`src/eic_defines.vh`:
```
// Constants of the instruction engine: offsets, bits, codes and counts
`ifndef EIC_DEFINES_VH
`define EIC_DEFINES_VH

// ----------------------------------------------------------------
// Register offsets
// ----------------------------------------------------------------
`define EIC_OFF_CTRL 8'h00
`define EIC_OFF_STAT 8'h04
`define EIC_OFF_SEQ0 8'h08
`define EIC_OFF_SEQ3 8'h14

// ----------------------------------------------------------------
// Control and status bit positions
// ----------------------------------------------------------------
`define EIC_CTL_LOAD 0
`define EIC_CTL_SAVE 1
`define EIC_CTL_VFY 2
`define EIC_CTL_WREN 3
`define EIC_CTL_CID_LO 4
`define EIC_CTL_CID_HI 7
`define EIC_ST_LOAD 0
`define EIC_ST_SAVE 1
`define EIC_ST_CRC 2
`define EIC_ST_FAULT 3
`define EIC_ST_PAUSE 4

// ----------------------------------------------------------------
// Instruction codes
// ----------------------------------------------------------------
`define EIC_OP_IOUPD 8'h80
`define EIC_OP_CAL_ALL 8'h90
`define EIC_OP_CAL_SYS 8'h91
`define EIC_OP_CAL_A0 8'h92
`define EIC_OP_CAL_A1 8'h93
`define EIC_OP_FR_ALL 8'h98
`define EIC_OP_FR_D0 8'h99
`define EIC_OP_FR_D1 8'h9A
`define EIC_OP_SYN_ALL 8'hA0
`define EIC_OP_SYN_C0 8'hA1
`define EIC_OP_SYN_C1 8'hA2
`define EIC_OP_COND 4'hB
`define EIC_OP_PAUSE 8'hFE
`define EIC_OP_END 8'hFF

// ----------------------------------------------------------------
// Checksum and counts
// ----------------------------------------------------------------
`define EIC_CRC_POLY 32'hEDB8_8320
`define EIC_CRC_INIT 32'hFFFF_FFFF
`define EIC_HDR_LAST 3'h5
`define EIC_CRC_LAST 3'h3
`define EIC_SEQ_END 4'hF

`endif

```
`src/eic_engine.v`:
```
// Instruction engine of the serial configuration memory controller
//
// Chosen here: the APB register port and the address map.
`timescale 1ns/1ps
`include "eic_defines.vh"
module eic_engine (
    input wire pclk,
    input wire presetn,
    input wire psel,
    input wire penable,
    input wire pwrite,
    input wire [7:0] paddr,
    input wire [31:0] pwdata,
    input wire [3:0] pstrb,
    output reg [31:0] prdata,
    output wire pready,
    output wire pslverr,
    input wire [15:0] id_vendor,
    input wire [7:0] id_chip_type,
    input wire [15:0] id_product,
    input wire [7:0] id_revision,
    output reg mem_req,
    output reg mem_write,
    output reg [15:0] mem_addr,
    output reg [7:0] mem_wdata,
    input wire mem_ack,
    input wire [7:0] mem_rdata,
    output reg [15:0] reg_addr,
    output reg [7:0] reg_wdata,
    output reg reg_we,
    input wire [7:0] reg_rdata,
    output reg io_update,
    output reg cal_sys_loop,
    output reg cal_first_analog_output_loop,
    output reg cal_second_analog_output_loop,
    output reg freerun_first_digital_tracking_loop,
    output reg freerun_second_digital_tracking_loop,
    output reg sync_channel0,
    output reg sync_channel1
);

    // ------------------------------------------------------------
    // States and phases
    // ------------------------------------------------------------
    localparam [4:0] S_IDLE = 5'b00001;
    localparam [4:0] S_GET = 5'b00010;
    localparam [4:0] S_MEM = 5'b00100;
    localparam [4:0] S_DROP = 5'b01000;
    localparam [4:0] S_EXEC = 5'b10000;
    localparam [5:0] P_HDR = 6'b000001;
    localparam [5:0] P_OP = 6'b000010;
    localparam [5:0] P_AHI = 6'b000100;
    localparam [5:0] P_ALO = 6'b001000;
    localparam [5:0] P_DAT = 6'b010000;
    localparam [5:0] P_CRC = 6'b100000;

    reg [4:0] st;
    reg [5:0] ph;
    reg upl, vfy, load_busy, save_busy, paused, crc_err, fault, wren;
    reg ack_s1, ack_s2;
    reg [3:0] cid, sidx;
    reg [2:0] idx;
    reg [7:0] cnt, wbyte, rbyte, hdr_b, src_b;
    reg [15:0] ptr, raddr, cmap;
    reg [31:0] crc, rx;
    reg [7:0] seq [0:15];
    wire [31:0] crc_out = ~crc;
    wire [31:0] rx_full;
    wire [31:0] next_crc;
    wire [7:0] b;
    wire run;

    // Byte update of the reflected checksum
    function [31:0] eic_crc8;
        input [31:0] c;
        input [7:0] d;
        integer i;
        reg [31:0] t;
        begin
            t = c ^ {24'h00_0000, d};
            for (i = 0; i < 8; i = i + 1) begin
                t = t[0] ? ((t >> 1) ^ `EIC_CRC_POLY) : (t >> 1);
            end
            eic_crc8 = t;
        end
    endfunction

    // ------------------------------------------------------------
    // APB slave
    // ------------------------------------------------------------
    wire acc = psel & penable;
    wire wr = acc & pwrite;
    wire hit = (paddr[1:0] == 2'b00) && (paddr <= `EIC_OFF_SEQ3);
    wire wr_ctl = wr & (paddr == `EIC_OFF_CTRL) & pstrb[0];
    wire wr_st = wr & (paddr == `EIC_OFF_STAT) & pstrb[0];
    wire go_load = wr_ctl & pwdata[`EIC_CTL_LOAD];
    wire go_save = wr_ctl & pwdata[`EIC_CTL_SAVE];
    wire go_vfy = wr_ctl & pwdata[`EIC_CTL_VFY];
    wire clr_crc = wr_st & pwdata[`EIC_ST_CRC];
    wire clr_flt = wr_st & pwdata[`EIC_ST_FAULT];
    wire [7:0] wsub = {2'b00, paddr[7:2]} - (`EIC_OFF_SEQ0 >> 2); // Word index within the bytes
    wire [5:0] widx = wsub[5:0];
    assign pready = 1'b1;
    assign pslverr = acc & ~hit;

    // Stored control fields and read data latched in the setup cycle
    always @(posedge pclk or negedge presetn) begin
        if (!presetn) begin
            wren <= 1'b0;
            cid <= 4'h0;
            prdata <= 32'h0000_0000;
        end else begin
            if (wr_ctl) begin
                wren <= pwdata[`EIC_CTL_WREN];
                cid <= pwdata[`EIC_CTL_CID_HI:`EIC_CTL_CID_LO];
            end
            if (psel & ~penable) begin
                prdata <= 32'h0000_0000;
                if (paddr == `EIC_OFF_CTRL) begin
                    prdata <= {24'h00_0000, cid, wren, 3'b000};
                end else if (paddr == `EIC_OFF_STAT) begin
                    prdata <= {27'h000_0000, paused, fault, crc_err, save_busy, load_busy};
                end else if (hit) begin
                    prdata <= {seq[{widx[1:0], 2'd3}], seq[{widx[1:0], 2'd2}],
                               seq[{widx[1:0], 2'd1}], seq[{widx[1:0], 2'd0}]};
                end
            end
        end
    end

    // Sequence bytes, one lane each
    genvar g;
    generate
        for (g = 0; g < 16; g = g + 1) begin : g_seq
            localparam [31:0] WSUM = `EIC_OFF_SEQ0 + (g / 4) * 4;
            localparam [7:0] WADDR = WSUM[7:0];
            always @(posedge pclk or negedge presetn) begin
                if (!presetn) begin
                    seq[g] <= 8'h00;
                end else if (wr && paddr == WADDR && pstrb[g % 4]) begin
                    seq[g] <= pwdata[(g % 4) * 8 +: 8];
                end
            end
        end
    endgenerate

    // ------------------------------------------------------------
    // Byte sources and decode helpers
    // ------------------------------------------------------------
    assign b = upl ? wbyte : rbyte;
    assign next_crc = eic_crc8(crc, b);
    assign rx_full = {b, rx[31:8]};
    assign run = (cid == 4'h0) || (cmap == 16'h0000) || cmap[cid];

    // Header byte and upload source selection
    always @* begin
        case (idx)
            3'h0: hdr_b = id_vendor[15:8];
            3'h1: hdr_b = id_vendor[7:0];
            3'h2: hdr_b = id_chip_type;
            3'h3: hdr_b = id_product[15:8];
            3'h4: hdr_b = id_product[7:0];
            default: hdr_b = id_revision;
        endcase
        case (ph)
            P_HDR: src_b = hdr_b;
            P_DAT: src_b = reg_rdata;
            P_CRC: src_b = crc_out[{idx[1:0], 3'b000} +: 8];
            default: src_b = seq[sidx];
        endcase
    end

    // Acknowledge from the memory clock domain
    always @(posedge pclk or negedge presetn) begin
        if (!presetn) begin
            ack_s1 <= 1'b0;
            ack_s2 <= 1'b0;
        end else begin
            ack_s1 <= mem_ack;
            ack_s2 <= ack_s1;
        end
    end

    // ------------------------------------------------------------
    // Sequencer
    // ------------------------------------------------------------
    always @(posedge pclk or negedge presetn) begin
        if (!presetn) begin
            st <= S_IDLE;
            ph <= P_HDR;
            upl <= 1'b0;
            vfy <= 1'b0;
            load_busy <= 1'b0;
            save_busy <= 1'b0;
            paused <= 1'b0;
            crc_err <= 1'b0;
            fault <= 1'b0;
            sidx <= 4'h0;
            idx <= 3'h0;
            cnt <= 8'h00;
            wbyte <= 8'h00;
            rbyte <= 8'h00;
            ptr <= 16'h0000;
            raddr <= 16'h0000;
            cmap <= 16'h0000;
            crc <= `EIC_CRC_INIT;
            rx <= 32'h0000_0000;
            mem_req <= 1'b0;
            mem_write <= 1'b0;
            mem_addr <= 16'h0000;
            mem_wdata <= 8'h00;
            reg_addr <= 16'h0000;
            reg_wdata <= 8'h00;
            reg_we <= 1'b0;
            io_update <= 1'b0;
            cal_sys_loop <= 1'b0;
            cal_first_analog_output_loop <= 1'b0;
            cal_second_analog_output_loop <= 1'b0;
            freerun_first_digital_tracking_loop <= 1'b0;
            freerun_second_digital_tracking_loop <= 1'b0;
            sync_channel0 <= 1'b0;
            sync_channel1 <= 1'b0;
        end else begin
            reg_we <= 1'b0;
            io_update <= 1'b0;
            cal_sys_loop <= 1'b0;
            cal_first_analog_output_loop <= 1'b0;
            cal_second_analog_output_loop <= 1'b0;
            freerun_first_digital_tracking_loop <= 1'b0;
            freerun_second_digital_tracking_loop <= 1'b0;
            sync_channel0 <= 1'b0;
            sync_channel1 <= 1'b0;
            // Software clears first so a same-cycle set wins
            if (clr_crc) crc_err <= 1'b0;
            if (clr_flt) fault <= 1'b0;
            case (st)
                S_IDLE: begin
                    if (go_load | go_vfy) begin
                        upl <= 1'b0;
                        vfy <= go_vfy & ~go_load;
                        load_busy <= 1'b1;
                        paused <= 1'b0;
                        ptr <= 16'h0000;
                        crc <= `EIC_CRC_INIT;
                        ph <= P_HDR;
                        idx <= 3'h0;
                        cmap <= 16'h0000;
                        st <= S_GET;
                    end else if (go_save) begin
                        if (!wren) begin
                            fault <= 1'b1;
                        end else begin
                            upl <= 1'b1;
                            save_busy <= 1'b1;
                            sidx <= 4'h0;
                            paused <= 1'b0;
                            st <= S_GET;
                            if (paused) begin
                                ph <= P_OP;
                            end else begin
                                ptr <= 16'h0000;
                                crc <= `EIC_CRC_INIT;
                                ph <= P_HDR;
                                idx <= 3'h0;
                            end
                        end
                    end
                end
                S_GET: begin
                    if (upl && (ph == P_OP || ph == P_AHI || ph == P_ALO) &&
                        (sidx == `EIC_SEQ_END ||
                         (ph == P_OP && seq[sidx] == `EIC_OP_PAUSE))) begin
                        save_busy <= 1'b0;
                        paused <= 1'b1;
                        st <= S_IDLE;
                    end else begin
                        wbyte <= src_b;
                        mem_req <= 1'b1;
                        mem_write <= upl;
                        mem_wdata <= src_b;
                        mem_addr <= ptr;
                        st <= S_MEM;
                    end
                end
                S_MEM: begin
                    if (ack_s2) begin
                        mem_req <= 1'b0;
                        rbyte <= mem_rdata;
                        st <= S_DROP;
                    end
                end
                S_DROP: begin
                    if (!ack_s2) st <= S_EXEC;
                end
                S_EXEC: begin
                    st <= S_GET;
                    ptr <= ptr + 16'h0001;
                    if (ph != P_CRC) crc <= next_crc;
                    case (ph)
                        P_HDR: begin
                            if (!upl && b != hdr_b) begin
                                fault <= 1'b1;
                                load_busy <= 1'b0;
                                ptr <= 16'h0000;
                                st <= S_IDLE;
                            end else if (idx == `EIC_HDR_LAST) begin
                                idx <= 3'h0;
                                ph <= P_OP;
                            end else begin
                                idx <= idx + 3'h1;
                            end
                        end
                        P_OP: begin
                            if (upl) sidx <= sidx + 4'h1;
                            if (!b[7]) begin
                                cnt <= {1'b0, b[6:0]} + 8'h01;
                                ph <= P_AHI;
                            end else if (b == `EIC_OP_END) begin
                                idx <= 3'h0;
                                ph <= P_CRC;
                            end else if (!upl && b[7:4] == `EIC_OP_COND) begin
                                if (b[3:0] == 4'h0) begin
                                    cmap <= 16'h0000;
                                end else begin
                                    cmap[b[3:0]] <= 1'b1;
                                end
                            end else if (!upl && run && !vfy) begin
                                // Actions; undefined codes fall through
                                case (b)
                                    `EIC_OP_IOUPD: io_update <= 1'b1;
                                    `EIC_OP_CAL_ALL: begin
                                        cal_sys_loop <= 1'b1;
                                        cal_first_analog_output_loop <= 1'b1;
                                        cal_second_analog_output_loop <= 1'b1;
                                    end
                                    `EIC_OP_CAL_SYS: cal_sys_loop <= 1'b1;
                                    `EIC_OP_CAL_A0: cal_first_analog_output_loop <= 1'b1;
                                    `EIC_OP_CAL_A1: cal_second_analog_output_loop <= 1'b1;
                                    `EIC_OP_FR_ALL: begin
                                        freerun_first_digital_tracking_loop <= 1'b1;
                                        freerun_second_digital_tracking_loop <= 1'b1;
                                    end
                                    `EIC_OP_FR_D0: freerun_first_digital_tracking_loop <= 1'b1;
                                    `EIC_OP_FR_D1: freerun_second_digital_tracking_loop <= 1'b1;
                                    `EIC_OP_SYN_ALL: begin
                                        sync_channel0 <= 1'b1;
                                        sync_channel1 <= 1'b1;
                                    end
                                    `EIC_OP_SYN_C0: sync_channel0 <= 1'b1;
                                    `EIC_OP_SYN_C1: sync_channel1 <= 1'b1;
                                    default: io_update <= 1'b0;
                                endcase
                            end
                        end
                        P_AHI: begin
                            if (upl) sidx <= sidx + 4'h1;
                            raddr[15:8] <= b;
                            ph <= P_ALO;
                        end
                        P_ALO: begin
                            if (upl) sidx <= sidx + 4'h1;
                            raddr[7:0] <= b;
                            reg_addr <= {raddr[15:8], b};
                            ph <= P_DAT;
                        end
                        P_DAT: begin
                            if (!upl && run && !vfy) begin
                                reg_we <= 1'b1;
                                reg_wdata <= b;
                            end
                            reg_addr <= upl ? raddr + 16'h0001 : raddr;
                            raddr <= raddr + 16'h0001;
                            cnt <= cnt - 8'h01;
                            if (cnt == 8'h01) ph <= P_OP;
                        end
                        default: begin
                            rx <= rx_full;
                            if (idx == `EIC_CRC_LAST) begin
                                ptr <= 16'h0000;
                                st <= S_IDLE;
                                save_busy <= 1'b0;
                                load_busy <= 1'b0;
                                if (!upl && rx_full != crc_out) begin
                                    crc_err <= 1'b1;
                                end
                            end else begin
                                idx <= idx + 3'h1;
                            end
                        end
                    endcase
                end
                default: st <= S_IDLE;
            endcase
        end
    end

endmodule // eic_engine

```
`config.mk`:
```
export PLATFORM = sky130hd
export DESIGN_NAME = eic_engine
export DESIGN_NICKNAME = d
export VERILOG_FILES = /design/src/eic_engine.v
export VERILOG_INCLUDE_DIRS = /design/src
export SDC_FILE = /design/constraint.sdc
export NUM_CORES = 1
export LEC_CHECK = 0
export BUFFER_PORTS_ARGS = -buffer_cell sky130_fd_sc_hd__buf_2
export CORE_UTILIZATION = 45
export CTS_BUF_LIST = sky130_fd_sc_hd__clkbuf_8 sky130_fd_sc_hd__clkbuf_16
export DETAILED_ROUTE_END_ITERATION = 12
export PLACE_DENSITY_LB_ADDON = 0.25
export SLEW_MARGIN = 0
export SYNTH_ARGS = -nofsm -noshare
export SYNTH_HDL_FRONTEND = slang
export SYNTH_SLANG_ARGS = --single-unit
```
`constraint.sdc`:
```
create_clock -name pclk -period 4.4 [get_ports pclk]
set_input_delay 0.66 -clock pclk [delete_from_list [all_inputs] [get_ports pclk]]
set_output_delay 0.66 -clock pclk [all_outputs]
set_load 0.01 [all_outputs]
```
Word level (Yosys, flattened, before mapping)
Index checks and enable logic that the tools add are counted.
{"block": "classes", "n_addsub": 7, "n_bitwise": 36, "n_reduce_logical": 83, "order_cmp": 9, "mux": 189, "n_eq_ne": 73, "shifts": 1}
{"operator": "2-to-1 mux 32 bit", "count": 16}
{"operator": "2-to-1 mux 16 bit", "count": 13}
{"operator": "binary-select mux 8 bit (select 4 bit)", "count": 5}
{"operator": "one-hot mux 16 bit (2 select lines)", "count": 4}
{"operator": "inverter 13 -> 14 bit", "count": 8}
{"operator": "== test 8 bit (second input constant)", "count": 13}
{"operator": "2-to-1 mux 8 bit", "count": 12}
{"operator": "2-to-1 mux 1 bit", "count": 87}
{"operator": "one-hot mux 32 bit (2 select lines)", "count": 1}
{"operator": "2-to-1 mux 6 bit", "count": 8}
{"operator": "one-hot mux 8 bit (2 select lines)", "count": 3}
{"operator": "!= test 2 bit (second input constant)", "count": 20}
{"operator": "one-hot mux 8 bit (5 select lines)", "count": 1}
{"operator": "adder 16 x 1 -> 16 bit (second input constant)", "count": 2}
{"operator": "!= test 32 bit", "count": 1}
{"operator": "inverter 32 bit", "count": 1}
{"operator": "variable part select 32 x 6 -> 8 bit", "count": 1}
{"operator": "bitwise XOR 32 x 8 -> 32 bit", "count": 1}
{"operator": "logical AND 1 bit", "count": 30}
{"operator": "2-to-1 mux 3 bit", "count": 10}
{"operator": "!= test 3 bit (second input constant)", "count": 10}
{"operator": "one-hot mux 6 bit (5 select lines)", "count": 1}
{"operator": ">= comparator 5 bit (second input constant)", "count": 5}
{"operator": "2-to-1 mux 5 bit", "count": 5}
{"operator": "69 further kinds", "count": 140}
{"block": "totals", "inputBits": 114, "wordCells": 453, "register_bits": 379}

Depth between registers and ports, before layout
Gate-level depths: netlist of run 1.
{"block": "logic_depth", "depth_word": 20, "mapped_depth": 14, "mapped_depth_nobuf": 10}

Worst setup path before layout of run 1
OpenSTA, ideal clock, no wires.
{"block": "synth_timing", "path_type": "reg-to-reg", "start": "reg idx[0]", "end": "reg ph[1]", "setup_time_ns": 0.125, "t_arrival_ns": 3.114, "path_buffers": 3, "setup_slack_ns": 1.162, "required_ns": 4.275, "synth_period_minus_slack_ns": 3.238, "stages_incl_launch_ff": 14, "cell_sequence": "dfrtp_1 > buf_1 > inv_1 > ha_1 > buf_2 > buf_2 > a22oi_1 > o2bb2ai_1 > o32ai_1 > xnor2_1 > nand4_1 > nor2_1 > o41ai_4 > mux2_2"}
{"block": "synth_via", "elab_chain_cells": 6, "elab_cells_between_ends": 12, "classes_between": "eq/ne (8); mux (1); reduce/logical (3)"}
{"item": "start: declaration", "line": "eic_engine.v:62", "source": "reg [2:0] idx;"}
{"item": "start signal: assignment", "line": "eic_engine.v:310", "source": "idx <= idx + 3'h1;"}
{"item": "start signal: assignment", "line": "eic_engine.v:387", "source": "idx <= idx + 3'h1;"}
{"item": "== test 3 bit, or another cell as far along", "line": "eic_engine.v:157", "source": "case (idx)"}
{"item": "one-hot mux 8 bit (5 select lines)", "line": "eic_engine.v:157"}
{"item": "!= test 8 bit", "line": "eic_engine.v:301", "source": "if (!upl && b != hdr_b) begin"}
{"item": "logical AND 1 bit", "line": "eic_engine.v:301"}
{"item": "!= test 3 bit (no line)"}
{"item": "AND reduction 8 bit (no line) (*)"}
{"item": "end signal: assignment", "line": "eic_engine.v:308", "source": "ph <= P_OP;"}
{"item": "end signal: assignment", "line": "eic_engine.v:317", "source": "ph <= P_AHI;"}
{"item": "end signal: assignment", "line": "eic_engine.v:320", "source": "ph <= P_CRC;"}
{"item": "end: declaration", "line": "eic_engine.v:58", "source": "reg [5:0] ph;"}
Every way passes the cells marked *; elsewhere a longest branch is shown, timed or not.
A chain may end at the register's enable or synchronous reset.

Worst setup path after layout of run 1
{"block": "layout_timing", "start": "reg idx[0]", "end": "reg idx[0]"}
{"block": "layout_via", "elab_chain_cells": 6, "elab_cells_between_ends": 18, "classes_between": "add/sub (1); eq/ne (8); mux (6); reduce/logical (3)"}
{"item": "== test 3 bit, or another cell as far along", "line": "eic_engine.v:157"}
{"item": "one-hot mux 8 bit (5 select lines)", "line": "eic_engine.v:157"}
{"item": "!= test 8 bit", "line": "eic_engine.v:301"}
{"item": "logical AND 1 bit", "line": "eic_engine.v:301"}
{"item": "!= test 3 bit (no line)"}
{"item": "AND reduction 9 bit (no line)"}
Parallel ways exist; a longest one is shown, timed or not. The select of a mux whose other input is x is not followed.

==> reports/qor.yml, run 1 <==
status: "finished, final reports clean"
setup_viol: 0
global_route.usage.met2_pct: 43.16
reg2reg_from: "idx[0]"
grt_busiest_layer: "met2"
grt_overflow: 0
die_w_um: 213.8
end_kind: "flop"
insertion_delay_ps: 580
holdWs_ps: 110.7
async_reset_ff_share_pct: 100.0
wl_per_cell_um: 22.14
antenna_found_initial: 2
drive_above_1_share_pct: 31.33
post-dp-hpwl_mm: 42.95
grt_use_met3_pct: 4.145
netlist_area_sq_um: 20180
powerDensity_nw_per_um2: 422.9
synth_commonest_cells: "337 x dfrtp_1, 204 x nand2_1, 173 x mux2_2, 143 x nor2_1, 116 x o21ai_0"
synthCells: 1819
seqCellArea_sq_um: 9329
core_area_sq_um: 44220
routed_wl_mm: 58.14
io_buffers: 205
synth_area_leaders: "dfrtp_1 42%, mux2_2 9.7%, mux4_2 7.5%"
multi_input_area_sq_um: 10330
grt_pass1_vias: 15089
grt.total_usage_pct: 25.72
hold_violations: 0
fin_setup_tns_ps: 0
cts_tree: "built"
ctsRootBufferMaster: "clkbuf_16"
grt_max_degree: 106
avgViaCountPerCell: 5.811
hp-class: "input pin to asynchronous set/reset pin"
maxSlewViolCount: 0
skew_ps: 25.36
ys_seq_area_share_pct: 46.22
synth_seq_cells: 371
synth.avg_cell_area_sq_um: 11.09
drtAntennaViolNets: 0
leakage_nw: 10.55
cts_hold_buffers: 0
cts_buffers: 42
period_share_pct: 94.60
nets: 2130
drtIter0Drc: 1245
fin_crit_ps: 4163
clk_pin_slew_worst_paths_ps: 60
numClockSinks: 371
cts.repair.resized: 0
cp_max_fo: 13
area_growth_pct: 14.90
drt-pass1-iter-count: 8
dieHeight_um: 213.8
r2r_cells: 10
synth_top_area_share_pct: 41.79
grt_use_met1_pct: 33.15
yosysWarnings: 0
die-area_sq_um: 45690
initial_core_util_pct: 45.63
globalplace.congestion: 0.8908
synth-main-ff-cell: "dfrtp_1"
r2r_end: "idx[0]"
postCtsSetupBuffers: 0
grt_pass1_wl_mm: 88.32
rsz0062_at_grt: "no"
clk_path_buf_depth: 3
slew_headroom_pct: 28.18
vias: 15259
htree_num_levels: 2
critical_path_class: "flop to flop"
worst_slew_pin_slew_ps: 1077
drv_cap: 0
vdd_drop_max_mv: 0.3735
drc: 0
crit_required_ps: 4860
fill_cells: 3899
regToRegSetupSlack_ps: 240
yosysMostFrequentCell: "dfrtp_1"
crit_path_start_kind: "flop"
ios: 207
synth_nets: 1947
ys_types: 90
synth_edf_count: 0
num_rows: 77
critPathArrivalTime_ps: 4620
yosysTopAreaCell: "dfrtp_1"
fmax_mhz: 240.2
==> sequential cells by signal, indices dropped and copies added (netlist names), 3 cells and up <==
| register | cells |
|---|---|
| ph | 6 |
| wbyte | 8 |
| reg_addr | 16 |
| st | 5 |
| sidx | 4 |
| ptr | 16 |
| cid | 4 |
| idx | 3 |
| mem_addr | 16 |
| crc | 32 |
| rbyte | 8 |
| cmap | 16 |
| raddr | 16 |
| seq | 128 |
| reg_wdata | 8 |
| rx | 24 |
| prdata | 32 |
| cnt | 8 |
==> final cells by class <==
cell class / instances / area share (%)
Clock buffer: 50 / 5.008
Inverter: 20 / 0.3238
Antenna cell: 1 / 0.01079
Multi-Input combinational cell: 1327 / 44.57
Sequential cell: 371 / 40.24
Clock inverter: 25 / 0.7825
Tap cell: 592 / 3.195
Timing Repair Buffer: 240 / 5.871
==> through the flow <==
stage | instances | setup slack (ps) | utilization (%) | power (mW) | cell area, sq um
after floorplan | 1819 | 1162 | - | 5.599 | 20180
after global placement | 2550 | 474.3 | 49.39 | 6.402 | 21840
after detailed placement | 2550 | 350.4 | 49.39 | 6.416 | 21840
after CTS | 2625 | 326.1 | 52.43 | 9.876 | 23180
after global routing | 2625 | 35.90 | 52.43 | 10.23 | 23180
final | 2626 | 237.4 | 52.43 | 9.806 | 23190
==> cells in the final DEF (no fill, tap or decap), drive strengths merged, types with 42 or more instances in the layout <==
cell | synthesis | final
xnor2 | 98 | 98
nor2 | 145 | 145
dfrtp | 337 | 337
nand2 | 205 | 205
nand3 | 49 | 49
mux4 | 67 | 67
a21oi | 70 | 70
o21ai | 121 | 121
clkbuf | 72 | 50
mux2 | 187 | 187
buf | 29 | 240
xor2 | 42 | 42
==> per-layer routing <==
metal  routed length [um]  share of wire, %  vias to the layer above
met4                 2053               3.5                        2
met1                24400                42                     7590
met5                   11             0.019                        -
met2                28120                48                      587
li1                     -                 -                     6975
met3                 3553               6.1                      105
==> critical path, stage by stage, from the launching register on <==
cell       delay [ps]
dfrtp_1           780
ha_1              280
ha_1              480
nor2_1            210
o2bb2ai_1         180
o32ai_1           760
xnor2_1           190
nand4_1           170
nor2_1            390
o41a_2            260
mux2_2            340
==> report_power, final <==
group / leakage, nW / switching, mW / total, mW / internal (mW)
sequential: 4.99 / 0.171 / 3.70 / 3.53
clock: 0.708 / 1.44 / 3.43 / 1.99
combinational: 4.85 / 1.52 / 2.67 / 1.15
total: 10.6 / 3.13 / 9.81 / 6.67
==> worst max path at each step <==
stage	start	slack, ps	to	cells past startpoint
after floorplan	idx[0]	1160	ph[1]	13
after global placement	idx[0]	470	ph[1]	10
after detailed placement	idx[0]	350	idx[0]	10
after CTS	idx[0]	330	idx[0]	10
after global routing	idx[0]	40	ph[1]	10
final	idx[0]	240	idx[0]	10
==> cells by family (layout without fill, tap and decap cells) <==
| kind of cell | Yosys count | in the layout | synth area share [%] |
|---|---|---|---|
| buf+inv | 121 | 335 | 2.635 |
| fa+ha+maj | 14 | 14 | 0.8681 |
| flops | 371 | 371 | 46.22 |
| simple gates | 522 | 522 | 11.81 |
| other cells | 1 | 2 | 0.01858 |
| xor+xnor | 141 | 141 | 6.870 |
| mux | 288 | 288 | 20.16 |
| compound gates | 361 | 361 | 11.42 |
Note: power is estimated with default switching activity, not from simulation.
==> inputs of run 2 (changes only) <==
- REMOVE_ABC_BUFFERS: default -> 1
==> reports/qor.yml, run 2 (synthesis gave the netlist of run 1 again) <==
cp_cell_sequence: "buf_4, inv_1, ha_1, nor2_1, o2bb2ai_1, o32ai_1, xnor2_1, nand4_1, nor2_1, o41a_2, mux2_2"
antenna_found_initial: 4
area_growth_pct: 15.45
cts_hold_buffers: 0
fin_crit_ps: 3903
numClockSinks: 371
globalplace.congestion: 0.9110
routed_wl_mm: 58.99
hp-class: "input pin to asynchronous set/reset pin"
p_comb_share_pct: 27.2
clkPwrFrac_pct: 35.4
crit_required_ps: 4850
grt_pass1_vias: 15237
dieHeight_um: 213.8
grt_max_degree: 104
critPathArrivalTime_ps: 4350
drt-pass1-iter-count: 6
finalPower_mw: 9.903
die-area_sq_um: 45690
dp.cells: 2556
setup_ws_ps: 497.5
crit_path_top_delay_cell: "ha_1"
initial_core_util_pct: 45.63
maxSlewViolCount: 0
skew_ps: 21.01
fin_setup_tns_ps: 0
worst_slew_pin_slew_ps: 1058
slew_headroom_pct: 29.47
clk_pin_slew_worst_paths_ps: 60
cp_max_fo: 17
rsz0062_at_grt: "no"
core_area_sq_um: 44220
insertion_delay_ps: 580
ios: 207
fmax_mhz: 256.2
cts_buffers: 43
setup_viol: 0
leakage_nw: 10.62
pwr-share-seq_pct: 37.4
postCtsSetupBuffers: 0
powerDensity_nw_per_um2: 425.1
cts.repair.resized: 0
final_cells: 2636
grt_pass1_wl_mm: 90.92
vdd_drop_max_mv: 0.3156
place_ws_ps: 569.9
ctsRootBufferMaster: "clkbuf_16"
io_buffers: 205
slowest_delay_ps: 560
end_kind: "flop"
clk_path_buf_depth: 3
nets: 2137
drv_cap: 0
drive_above_1_share_pct: 31.62
layout_common_cells: "335 x dfrtp_1, 204 x nand2_1, 204 x buf_2"
switchingPower_mw: 3.173
avgViaCountPerCell: 5.862
grt.total_usage_pct: 26.20
vias: 15452
hold_violations: 0
path_common_cell: "nor2_1"
grt_overflow: 0
drc: 0
num_rows: 77
switching_share_pct: 32.04
reg_top3: "seq: 128 flops, crc: 32 flops, prdata: 32 flops"
drtAntennaViolNets: 0
post-dp-hpwl_mm: 41.79
status: "finished, final reports clean"
crit_path_start_kind: "flop"
final_common_cell: "dfrtp_1"
cell_internal_pwr_mw: 6.730
htree_num_levels: 2
largest_register_ffs: 128
critical_path_class: "flop to flop"
die_w_um: 213.8
cts_tree: "built"
drtIter0Drc: 1136
period_share_pct: 88.69
largest_register: "seq"
wl_per_cell_um: 22.38
[run 2: final cells by class]
type	count	area (sq um)
Antenna cell	1	2.502
Clock buffer	54	1239
Clock inverter	25	157.7
Fill cell	3896	20920
Inverter	20	75.07
Multi-Input combinational cell	1327	10330
Sequential cell	371	9329
Tap cell	592	740.7
Timing Repair Buffer	246	1419
[run 2: power by group through the flow]
stage / logic [mW] / registers (mW) / clock network (mW)
2_1_floorplan: 1.85 / 3.72 / 0
3_5_place_dp: 2.66 / 3.76 / 0
3_3_place_gp: 2.65 / 3.76 / 0
6_report: 2.69 / 3.71 / 3.51
4_1_cts: 2.68 / 3.70 / 3.59
5_1_grt: 2.91 / 3.72 / 3.72
[run 2: path summary, 6_finish.rpt]
kind | from | endpoint | slack [ps] | cells past startpoint
setup / recovery | idx[1] | idx[0] | 500 | 11
hold / removal | presetn | cal_first_analog_output_loop | 80 | 1
setup reg to reg | idx[1] | idx[0] | 500 | 11
hold reg to reg | ack_s1 | ack_s2 | 350 | 0
max in group asynchronous | presetn | seq[54] | 3160 | 2
min in group pclk | mem_ack | ack_s1 | 200 | 1
[run 2: per-stage QoR]
step,hold slack [ps],area (sq um),util (%)
global route,116.4,23290,52.68
global placement,338.0,21900,49.52
finish,77.09,23300,52.68
CTS,98.86,23290,52.68
detailed placement,344.0,21900,49.52
floorplan,331.2,19720,-
[run 2: critical path, delay by kind of cell, from the launching register on]
family                   cells  cell delay, ps
AND/OR/NAND/NOR              3             970
AO/OA/AOI/OAI                3             990
flip-flops                   1             400
XOR/XNOR                     1             190
adder cells (fa/ha/maj)      1             560
multiplexers                 1             340
buffers and inverters        2             320
[run 2: metal layers]
metal / vias to the layer above / GRT usage [%] / share of wire [%]
met5: - / 0 / 0.056
met4: 6 / 8.374 / 2.7
met3: 106 / 4.979 / 7.1
met2: 578 / 42.42 / 47
met1: 7765 / 35.53 / 43
li1: 6997 / - / -
==> inputs of run 3 (changes only) <==
- ABC_CLOCK_PERIOD_IN_PS: default -> 4400
- PLACE_DENSITY_LB_ADDON: 0.25 -> default
==> reports/qor.yml, run 3 (synthesis gave the netlist of run 1 again) <==
cts_buffers: 44
period_share_pct: 84.60
critical_path_class: "flop to flop"
fin_crit_ps: 3722
drtAntennaViolNets: 0
layout_common_cells: "335 x dfrtp_1, 204 x nand2_1, 204 x buf_2"
drive_above_1_share_pct: 31.67
path_buf_inv: 2
area_growth_pct: 16.11
drtIter0Drc: 1060
final_area_sq_um: 23430
critPathTopFamily: "simple AND/OR/NAND/NOR gates"
grt_pass1_vias: 15324
die_w_um: 213.8
fmax_mhz: 268.7
htree_num_levels: 2
cts.repair.resized: 0
seqCellArea_sq_um: 9329
antenna_found_initial: 3
fill_cells: 3886
grt_pass1_wl_mm: 90.63
dieHeight_um: 213.8
initial_core_util_pct: 45.63
die-area_sq_um: 45690
postCtsSetupBuffers: 0
drt-pass1-iter-count: 7
avgViaCountPerCell: 5.842
path_common_cell: "nor2_1"
setup_viol: 0
worst_slew_pin_slew_ps: 1056
numClockSinks: 371
crit_required_ps: 4870
drv_cap: 0
setup_ws_ps: 677.7
globalplace.congestion: 0.9266
slowest_delay_ps: 590
r2r_cells: 11
post-dp-hpwl_mm: 42.39
clk_pin_slew_worst_paths_ps: 60
io_buffers: 205
place_ws_ps: 669.4
ctsRootBufferMaster: "clkbuf_16"
leakage_nw: 10.68
cts_tree: "built"
cts_hold_buffers: 0
fin_setup_tns_ps: 0
hold_violations: 0
crit_path_start_kind: "flop"
regToRegSetupSlack_ps: 680
largest_register: "seq"
grt_overflow: 0
vias: 15393
nets: 2136
cp_max_fo: 17
largest_register_ffs: 128
vdd_drop_max_mv: 0.2894
grt.total_usage_pct: 26.21
powerDensity_nw_per_um2: 438.2
skew_ps: 12.02
reg2reg_from: "idx[1]"
status: "finished, final reports clean"
num_rows: 77
slew_headroom_pct: 29.59
maxSlewViolCount: 0
cp_cell_sequence: "buf_4, inv_1, ha_1, nor2_1, a221o_1, o22ai_1, xnor2_1, nand4_1, nor3_1, nor2_1, o21ai_0"
finalPower_mw: 10.27
reg_top3: "seq: 128 flops, crc: 32 flops, prdata: 32 flops"
crit_path_top_delay_cell: "ha_1"
clk_path_buf_depth: 3
final_common_cell: "dfrtp_1"
ios: 207
grt_max_degree: 104
rsz0062_at_grt: "no"
multi_input_area_sq_um: 10330
end_kind: "flop"
core_area_sq_um: 44220
insertion_delay_ps: 570
r2r_end: "ptr[14]"
routed_wl_mm: 59.31
num_antenna_cells: 0
drc: 0
hp-class: "input pin to asynchronous set/reset pin"
placed_area_sq_um: 21880
critPathArrivalTime_ps: 4190
wl_per_cell_um: 22.51
run 3: cell types whose count changed in the layout (fill, tap and decap cells not counted), sizes merged:
| cell | previous run | this run |
|---|---|---|
| buf | 246 | 244 |
| bufinv | 1 | 5 |
| clkbuf | 54 | 57 |
| clkinv | 12 | 9 |
| diode | 1 | 0 |
| inv | 32 | 30 |
run 3: worst max path at each step:
stage,start,to,slack [ps],depth (start not counted)
final,idx[1],ptr[14],680,11
after global routing,idx[1],ptr[14],490,11
after CTS,idx[1],ptr[14],740,11
after detailed placement,paddr[0],crc[18],670,10
after global placement,paddr[0],crc[11],730,10
after floorplan,sidx[0],mem_addr[0],360,6
run 3: final cells by class:
| cell class | count | area share [%] |
|---|---|---|
| Clock inverter | 24 | 1.041 |
| Tap cell | 592 | 3.161 |
| Multi-Input combinational cell | 1327 | 44.11 |
| Clock buffer | 57 | 5.559 |
| Inverter | 20 | 0.3204 |
| Timing Repair Buffer | 244 | 5.992 |
| Sequential cell | 371 | 39.82 |
run 3: routing by layer:
layer,up-vias,track usage [%],part of all wire (%)
met5,-,0,0.066
li1,7003,-,-
met1,7677,35.84,44
met3,121,4.599,6.2
met4,6,7.512,2.5
met2,586,42.76,47
run 3: through the flow:
step	cells	hold WS, ps	util (%)
after floorplan	1718	331.2	-
after global placement	2554	346.1	49.49
after detailed placement	2554	335.5	49.49
after CTS	2635	128.0	52.98
after global routing	2635	145.7	52.98
final	2635	98.78	52.98
run 3: power by group:
part | switching (mW) | internal (mW)
sequential | 0.177 | 3.53
combinational | 1.53 | 1.17
clock | 1.49 | 2.37
total | 3.20 | 7.07
